### src/isa_decode_pkg.sv
// Operation
// RULE1: Input is a stream of halfword-aligned halfwords forming 16- or 32-bit instructions.
// RULE2: Top five bits 11101, 11110 or 11111 start a 32-bit instruction.
// RULE3: Unallocated encodings are classed unpredictable or raise undefined instruction.
// RULE4: Encodings declared undefined raise the undefined instruction exception.
// RULE5: A fixed bit holding the opposite value makes the encoding unpredictable.
// RULE6: A 32-bit instruction of an absent extension is undefined.
// RULE7: The all-ones register specifier is rejected except where an encoding allows it.
// RULE8: An allowed all-ones source specifier reads instruction address plus four.
// RULE9: Table branch byte and halfword accept the program counter as base.
// RULE10: FP load/store multiple, push and pop move one to sixteen registers.
// RULE11: FP single load and store move exactly one register.
// RULE12: Single and double registers are two views of one register file.
// RULE13: Transfer group moves words, word pairs and FP system registers.
// RULE14: Word-aligned program counter base reads address plus four, low bits cleared.
// RULE15: A 32-bit instruction issues only after its second halfword arrives.
package isa_decode_pkg;
	localparam logic [4:0] PREFIX_A = 5'h1D;
	localparam logic [4:0] PREFIX_B = 5'h1E;
	localparam logic [4:0] PREFIX_C = 5'h1F;
	localparam logic [3:0] REG_PC = 4'hF;
	localparam logic [31:0] PC_OFFSET = 32'h0000_0004;
	localparam logic [31:0] WORD_ALIGN_MASK = 32'hFFFF_FFFC;
	localparam logic [3:0] COPROC_FP_S = 4'hA;
	localparam logic [3:0] COPROC_FP_D = 4'hB;
	localparam logic [4:0] MAX_REGS = 5'h10;
	localparam logic [5:0] MAX_SINGLES = 6'h20;
	localparam logic [11:0] TBR_HI = 12'hE8D;
	localparam logic [3:0] TBR_LO_FIX = 4'hF;
	localparam logic [3:0] TBR_OP_BYTE = 4'h0;
	localparam logic [3:0] TBR_OP_HALF = 4'h1;
	localparam logic [3:0] REG_SP = 4'hD;
	localparam logic [2:0] FPLS_TOP = 3'h6;
	localparam logic [3:0] XFER64_OP = 4'h2;
	localparam logic [2:0] SYSREG_OP = 3'h7;
	localparam logic [3:0] FPXFER_TOP = 4'hE;
	localparam logic [3:0] UNDEF_16_TOP = 4'hD;
	localparam logic [3:0] UNDEF_16_COND = 4'hE;
	typedef enum {
		ST_FIRST,
		ST_SECOND
	} dec_state_t;
	typedef enum logic [3:0] {
		CLS_OTHER = 4'h0,
		CLS_TABLE_BRANCH_BYTE = 4'h1,
		CLS_TABLE_BRANCH_HALFWORD = 4'h2,
		CLS_FP_LOAD_MULTIPLE = 4'h3,
		CLS_FP_STORE_MULTIPLE = 4'h4,
		CLS_FP_STACK_PUSH = 4'h5,
		CLS_FP_STACK_POP = 4'h6,
		CLS_FP_LOAD_SINGLE = 4'h7,
		CLS_FP_STORE_SINGLE = 4'h8,
		CLS_FP_REGISTER_COPY = 4'h9,
		CLS_FP_SYSREG_TO_CORE = 4'hA,
		CLS_CORE_TO_FP_SYSREG = 4'hB,
		CLS_FP_DATA = 4'hC
	} insn_class_t;
endpackage

### src/isa_decode.sv
`timescale 1ns/100ps
`default_nettype none
module isa_decode
	import isa_decode_pkg::*;
(
	// Clock and reset.
	input wire logic clk_in,
	input wire logic rst_in,
	// Halfword stream from fetch.
	input wire logic hw_valid_in,
	input wire logic [15:0] hw_data_in,
	input wire logic [31:0] hw_addr_in,
	input wire logic flush_in,
	// Implementation options.
	input wire logic fp_present_in,
	// Decoded instruction.
	output logic insn_valid_out,
	output logic insn_is32_out,
	output logic [31:0] insn_out,
	output logic [31:0] insn_addr_out,
	output logic [3:0] insn_class_out,
	output logic undefined_out,
	output logic unpredictable_out,
	output logic [31:0] pc_read_out,
	output logic [31:0] pc_aligned_out,
	output logic [4:0] fp_reg_count_out,
	output logic fp_reg_double_out
);

	function automatic logic is_prefix(input logic [15:0] hw);
		return hw[15:11] == PREFIX_A || hw[15:11] == PREFIX_B ||
			hw[15:11] == PREFIX_C; // see RULE2
	endfunction

	function automatic logic is_fp_cp(input logic [3:0] cp);
		return cp == COPROC_FP_S || cp == COPROC_FP_D;
	endfunction

	// ---------------------------------------------------------------
	// Halfword pairing
	// ---------------------------------------------------------------
	dec_state_t state, next_state;
	logic [15:0] first_hw, next_first_hw;
	logic [31:0] first_addr, next_first_addr;

	always_comb begin
		next_state = state;
		next_first_hw = first_hw;
		next_first_addr = first_addr;
		if (flush_in) begin
			next_state = ST_FIRST;
		end else if (hw_valid_in) begin
			case (state)
				ST_FIRST: begin
					if (is_prefix(hw_data_in)) begin // see RULE1
						next_state = ST_SECOND; // see RULE15
						next_first_hw = hw_data_in;
						next_first_addr = hw_addr_in;
					end
				end
				ST_SECOND: next_state = ST_FIRST;
				default: next_state = ST_FIRST;
			endcase
		end
	end

	always_ff @(posedge clk_in or posedge rst_in) begin
		if (rst_in) begin
			state <= ST_FIRST;
			first_hw <= 16'h0000;
			first_addr <= 32'h0000_0000;
		end else begin
			state <= next_state;
			first_hw <= next_first_hw;
			first_addr <= next_first_addr;
		end
	end

	// ---------------------------------------------------------------
	// Classification of the instruction being issued
	// ---------------------------------------------------------------
	logic issue, is32;
	logic [31:0] word, addr;
	insn_class_t cls;
	logic undef, unpred, dbl;
	logic [4:0] cnt;
	logic [7:0] imm8;
	logic [3:0] rn;

	always_comb begin
		issue = 1'b0;
		is32 = 1'b0;
		word = {16'h0000, hw_data_in};
		addr = hw_addr_in;
		if (hw_valid_in && !flush_in) begin
			if (state == ST_SECOND) begin
				issue = 1'b1; // see RULE15
				is32 = 1'b1;
				word = {first_hw, hw_data_in}; // see RULE1
				addr = first_addr;
			end else begin
				issue = !is_prefix(hw_data_in);
			end
		end
	end

	always_comb begin
		cls = CLS_OTHER;
		undef = 1'b0;
		unpred = 1'b0;
		dbl = word[8];
		imm8 = word[7:0];
		rn = word[19:16];
		cnt = 5'h00;
		if (!is32) begin
			// Permanently undefined 16-bit space in the branch group.
			if (word[15:12] == UNDEF_16_TOP && word[11:8] == UNDEF_16_COND)
				undef = 1'b1; // see RULE4
		end else if (word[31:20] == TBR_HI && (word[7:4] == TBR_OP_BYTE
				|| word[7:4] == TBR_OP_HALF)) begin
			cls = word[4] ? CLS_TABLE_BRANCH_HALFWORD :
				CLS_TABLE_BRANCH_BYTE;
			// Base may be the program counter; index may not.
			if (word[15:12] != TBR_LO_FIX || word[11:8] != 4'h0)
				unpred = 1'b1; // see RULE5
			if (word[3:0] == REG_PC)
				unpred = 1'b1; // see RULE7
			// Base of all ones is accepted here.  see RULE9
			// Index bits 24:23 of 00 belong to the pair transfers, and 11
			// with writeback is unallocated, so both fall through here.
		end else if (word[27:25] == FPLS_TOP && is_fp_cp(word[11:8])
				&& (word[24] ? !(word[23] && word[21]) : word[23])) begin
			dbl = word[8]; // see RULE12
			// Pre-indexed without writeback moves a single register.
			if (word[24] && !word[21]) begin
				cls = word[20] ? CLS_FP_LOAD_SINGLE : CLS_FP_STORE_SINGLE;
				cnt = 5'h01; // see RULE11
			end else begin
				if (rn == REG_SP && word[21])
					cls = word[20] ? CLS_FP_STACK_POP : CLS_FP_STACK_PUSH;
				else
					cls = word[20] ? CLS_FP_LOAD_MULTIPLE :
						CLS_FP_STORE_MULTIPLE;
				cnt = dbl ? imm8[5:1] : imm8[4:0];
				// Zero or more than sixteen registers is not a legal list.
				if (imm8 == 8'h00 || (dbl && imm8[7:1] > {2'b00, MAX_REGS})
						|| (!dbl && imm8 > {3'b000, MAX_REGS}))
					unpred = 1'b1; // see RULE10
				if (dbl && imm8[0])
					unpred = 1'b1; // see RULE5
				if (!dbl && ({1'b0, word[15:12], word[22]} +
						{1'b0, imm8[4:0]}) > MAX_SINGLES)
					unpred = 1'b1; // see RULE10
				if (rn == REG_PC && word[21])
					unpred = 1'b1; // see RULE7
			end
		end else if (word[27:24] == FPXFER_TOP && is_fp_cp(word[11:8])) begin
			if (word[4]) begin
				if (word[23:21] == SYSREG_OP && word[11:8] == COPROC_FP_S) begin
					cls = word[20] ? CLS_FP_SYSREG_TO_CORE :
						CLS_CORE_TO_FP_SYSREG; // see RULE13
					if (!word[20] && word[15:12] == REG_PC)
						unpred = 1'b1; // see RULE7
				end else begin
					cls = CLS_FP_REGISTER_COPY; // see RULE13
					if (word[15:12] == REG_PC)
						unpred = 1'b1; // see RULE7
				end
			end else begin
				cls = CLS_FP_DATA;
			end
		end else if (word[27:25] == FPLS_TOP && word[24:21] == XFER64_OP
				&& is_fp_cp(word[11:8])) begin
			cls = CLS_FP_REGISTER_COPY; // see RULE13
			cnt = 5'h02;
			if (word[15:12] == REG_PC || word[19:16] == REG_PC)
				unpred = 1'b1; // see RULE7
		end
		// FP classes without the extension are undefined.
		if (is32 && cls != CLS_OTHER && cls != CLS_TABLE_BRANCH_BYTE
				&& cls != CLS_TABLE_BRANCH_HALFWORD && !fp_present_in)
			undef = 1'b1; // see RULE6
		// Unallocated coprocessor space on FP numbers stays undefined.
		if (is32 && cls == CLS_OTHER && word[27:26] == 2'b11
				&& is_fp_cp(word[11:8]))
			undef = 1'b1; // see RULE3
		if (undef)
			unpred = 1'b0; // see RULE3
	end

	// ---------------------------------------------------------------
	// Output registers
	// ---------------------------------------------------------------
	logic next_valid;
	logic [31:0] next_pc, next_pca;

	always_comb begin
		next_valid = issue;
		next_pc = addr + PC_OFFSET; // see RULE8
		next_pca = next_pc & WORD_ALIGN_MASK; // see RULE14
	end

	always_ff @(posedge clk_in or posedge rst_in) begin
		if (rst_in) begin
			insn_valid_out <= 1'b0;
			insn_is32_out <= 1'b0;
			insn_out <= 32'h0000_0000;
			insn_addr_out <= 32'h0000_0000;
			insn_class_out <= 4'h0;
			undefined_out <= 1'b0;
			unpredictable_out <= 1'b0;
			pc_read_out <= 32'h0000_0000;
			pc_aligned_out <= 32'h0000_0000;
			fp_reg_count_out <= 5'h00;
			fp_reg_double_out <= 1'b0;
		end else begin
			insn_valid_out <= next_valid;
			insn_is32_out <= is32;
			insn_out <= word;
			insn_addr_out <= addr;
			insn_class_out <= cls;
			undefined_out <= next_valid && undef;
			unpredictable_out <= next_valid && unpred;
			pc_read_out <= next_pc;
			pc_aligned_out <= next_pca;
			fp_reg_count_out <= cnt;
			fp_reg_double_out <= dbl;
		end
	end
endmodule // isa_decode
`default_nettype wire

### config.mk
export PLATFORM = sky130hd
export DESIGN_NAME = isa_decode
export DESIGN_NICKNAME = d
export VERILOG_FILES = /design/src/isa_decode_pkg.sv /design/src/isa_decode.sv
export SDC_FILE = /design/constraint.sdc
export NUM_CORES = 1
export LEC_CHECK = 0
export CORE_ASPECT_RATIO = 0.7
export CORE_MARGIN = 2
export CORE_UTILIZATION = 28
export CTS_CLUSTER_DIAMETER = 50
export CTS_CLUSTER_SIZE = 24
export DETAILED_ROUTE_END_ITERATION = 12
export DONT_BUFFER_PORTS = 1
export GPL_ROUTABILITY_DRIVEN = 0
export PLACE_DENSITY = 0.5
export RECOVER_POWER = 25
export SYNTH_ARGS = -nofsm -noshare
export SYNTH_HDL_FRONTEND = slang
export SYNTH_SLANG_ARGS = --single-unit
### constraint.sdc
create_clock -name clk_in -period 5.8 [get_ports clk_in]
set_clock_uncertainty 0.05 [all_clocks]
set_input_delay 0 -clock clk_in [delete_from_list [all_inputs] [get_ports clk_in]]
set_output_delay 0 -clock clk_in [all_outputs]
set_load 0.01 [all_outputs]
==> metrics <==
result of the run complete, but fails checks; violated checks capacitance limit, slew limit; number of vias after detailed routing 4457; final setup margin 2.306 ns; clock latency of the later-clocked register in the worst-skew pair 0.44 ns; Distinct cells, synth 62; launching element type of the critical path flop; LEAKAGE 3.485 nW; setup repair after global routing missed its margin no; CTS Root Cell sky130_fd_sc_hd__clkbuf_16; area after detailed placement 6972 um2; worst min path class in2reg; portion of the post-synthesis area used by sequential elements 0.5669; top achievable clock speed 286.2 MHz; CTS H-tree lvls 4; Die H 135.2 um; layout overhead on the synthesized area 17.15%; Crit path largest cell delay 0.52 ns; sw power 767.8 uW; worst-case clock buffer depth 2; most common cell after layout, fill and taps aside sky130_fd_sc_hd__dfrtp_1; Mapped Area 6887 um2; share of the clock period used by the worst path after layout 0.6024; IO buf count 0; switching part of the total 0.2880; area of the die 25890 um2; number of iterations in the first detailed-routing pass 5; number of top-level design ports 195; async set-reset flop share out of synthesis 1.000; all-layer global routing usage 0.1508; relative contribution of sequential cells to total power 0.496; final non-filler cell area 8068 um2; number of buffers inserted during clock tree synthesis 17; CP Buf/Inv Count 4; top cell family by delay on the critical path buffers and inverters; fin crit period 3.494 ns; most used flip-flop cell after synthesis sky130_fd_sc_hd__dfrtp_1; DRC violation count after routing 0; share of final-layout standard cells stronger than drive strength 1 0.1688; number of enable flip-flop cells after synthesis 0; combinational family with the most area after synthesis simple AND/OR/NAND/NOR gates; number of endpoints with negative hold slack in the final report 0; max_slew headroom -1.431; combinational group share of total power 0.093; residual antenna-violating net count after detailed routing 0; via/cell ratio 4.741; number of max-slew violations in the final report 84; mean area per synthesized cell 11.73 um2; wire length of the first global-routing pass 28970 um; final-report setup violation count 0; xor and xnor area share after synthesis 0.04324; total detailed-routing wirelength 18980 um; core box area 23880 um2; Req. time, crit path 6.04 ns; simple-gate share of the synthesized area 0.1570; cells after synthesis 587; tightest hold margin 0.02575 ns; mux contribution to synthesized area 0.1097; number of buffers inserted by post-CTS setup repair 0; row cnt 47; effective utilization at floorplan 0.2884; post-layout total power 2.666 mW; number of antenna diodes 0; total power density per cell area 330.4 nW/um2; power share of the clock group 0.411; largest fanout of any net on the critical path 44; data arrival time of the worst path 3.73 ns; CTS tree built; internal power consumption 1.898 mW; synth warn 0; final routed wire length divided by cell count 20.19 um; CP max-delay cell sky130_fd_sc_hd__buf_4; synthesized-area fraction occupied by adder cells 0.01563; post-detail-place hpwl 12900 um; path type of the worst setup path reg2reg; maximum capacitance violations 1; synthesized-area fraction occupied by ao, oa, aoi and oai cells 0.04270; Total Negative Setup Slacks 0 ns; pin count of the biggest net entering global routing 84; transition at the pin with the smallest max-transition slack 3.626 ns; CTS Sinks 156; placement-stage worst setup slack 2.315 ns; endpoint class of the critical path flop; total gr overflow 0; worst path cell trace nand3b_2, buf_4, inv_2, buf_4, mux2i_1, inv_1, ha_1, and3_1, o211ai_1, nor3_1, xnor2_1; vias in the first global route 4633; initial antenna violation count 0; number of hold buffers added after CTS 53; count of nets after finishing 670; VDD IR-drop max 197.0 uV; number of cells upsized or downsized after cts 0; flop and latch count out of synthesis 156; die outline width 191.4 um; Most Frequent Cell on Critical Path sky130_fd_sc_hd__buf_4; clk slew on worst S/H paths 0.07 ns; number of violations reported at the end of detailed-routing iteration 0 293; commonest non-fill, non-tap cells in the layout sky130_fd_sc_hd__dfrtp_1, sky130_fd_sc_hd__nand2_1, sky130_fd_sc_hd__dlygate4sd3_1, sky130_fd_sc_hd__mux2_2, sky130_fd_sc_hd__nor2_1
-- state kept, by name, summed over array words and instances, names as in the netlist --
| name | cells |
|---|---|
| insn_addr_out | 30 |
| insn_out | 32 |
| first_addr | 32 |
| undefined_out | 1 |
| state | 1 |
| pc_aligned_out | 1 |
| insn_is32_out | 1 |
| first_hw | 16 |
| unpredictable_out | 1 |
| pc_read_out | 31 |
| insn_class_out | 4 |
| fp_reg_count_out | 5 |
| insn_valid_out | 1 |
-- path summary, 6_finish.rpt --
path                                     start                end  slack, ns  depth (start not counted)
worst min register to register   first_addr[1]     pc_read_out[1]       0.42                          2
max in group asynchronous               rst_in   insn_addr_out[6]       2.46                          3
worst min-delay path            hw_addr_in[23]    pc_read_out[26]       0.03                          4
min in group asynchronous               rst_in  insn_addr_out[29]       1.04                          2
worst max-delay path                  state[0]    pc_read_out[28]       2.31                         11
worst max register to register        state[0]    pc_read_out[28]       2.31                         11
-- synth_stat cells, drive strengths merged, types with 2 or more instances --
master | count | area (um2)
o221ai | 2 | 17.52
nor4b | 3 | 26.28
o21a | 3 | 22.52
nor3b | 2 | 15.01
nand4 | 6 | 37.54
xor2 | 14 | 122.6
and2 | 14 | 87.58
or2 | 7 | 43.79
nor2b | 3 | 18.77
o21ai | 8 | 40.04
o2111ai | 2 | 23.77
and3 | 6 | 37.54
o211ai | 4 | 30.03
nand2b | 2 | 12.51
clkbuf | 10 | 37.54
nor4 | 11 | 111.4
a21o | 3 | 22.52
ha | 7 | 87.58
nor3 | 13 | 65.06
and4 | 3 | 26.28
inv | 24 | 90.09
nand2 | 70 | 262.8
buf | 45 | 315.3
nand3b | 3 | 26.27
nand3 | 20 | 105.1
a21oi | 10 | 50.05
dfrtp | 156 | 3904
nor2 | 23 | 88.84
mux2 | 47 | 529.3
xnor2 | 20 | 175.2
mux2i | 21 | 226.5
nand4b | 7 | 61.31
-- stage by stage --
step,utilization,instances
after floorplan,-,588
after global placement,0.2920,855
after detailed placement,0.2920,855
after CTS,0.3381,940
after global routing,0.3379,940
final,0.3379,940
-- cell families after synthesis --
logic type                 after synthesis
muxes                                   68
AOI/OAI and AO/OA                       42
DFF                                    156
other                                    1
adders and majority gates                8
and+or+nand+nor                        199
buffers and inverters                   79
xor gates and xnor gates                34
-- worst register-to-register path, stage by stage (launching register included) --
cell	delay, ns
sky130_fd_sc_hd__dfrtp_1	0.46
sky130_fd_sc_hd__nand3b_2	0.11
sky130_fd_sc_hd__buf_4	0.27
sky130_fd_sc_hd__inv_2	0.34
sky130_fd_sc_hd__buf_4	0.52
sky130_fd_sc_hd__mux2i_1	0.21
sky130_fd_sc_hd__inv_1	0.10
sky130_fd_sc_hd__ha_1	0.28
sky130_fd_sc_hd__and3_1	0.35
sky130_fd_sc_hd__o211ai_1	0.31
sky130_fd_sc_hd__nor3_1	0.27
sky130_fd_sc_hd__xnor2_1	0.09
-- metal layers --
metal,global-route usage,share of wire,wire [um],vias to the layer above
met5,0,0,0,-
met4,0.04103,0.010,189,0
met3,0.05569,0.086,1640,18
met2,0.2172,0.43,8111,195
met1,0.2119,0.48,9038,2228
li1,-,-,-,2016
-- power by group through the flow --
stage | clock network, mW | logic (mW) | registers, mW
2_1_floorplan | 0 | 0.201 | 1.29
3_3_place_gp | 0 | 0.195 | 1.34
3_5_place_dp | 0 | 0.204 | 1.34
4_1_cts | 1.13 | 0.250 | 1.32
5_1_grt | 1.18 | 0.272 | 1.34
6_report | 1.10 | 0.247 | 1.32
-- cell type report --
class | instances | area (um2)
tap | 318 | 397.9
clock buffer | 17 | 425.4
fill | 2361 | 15810
sequential | 156 | 3904
multi-input combinational | 353 | 2545
timing repair buffer | 57 | 560.5
clock inverter | 15 | 143.9
inverter | 24 | 91.34
(Power assumes the default switching activity.)
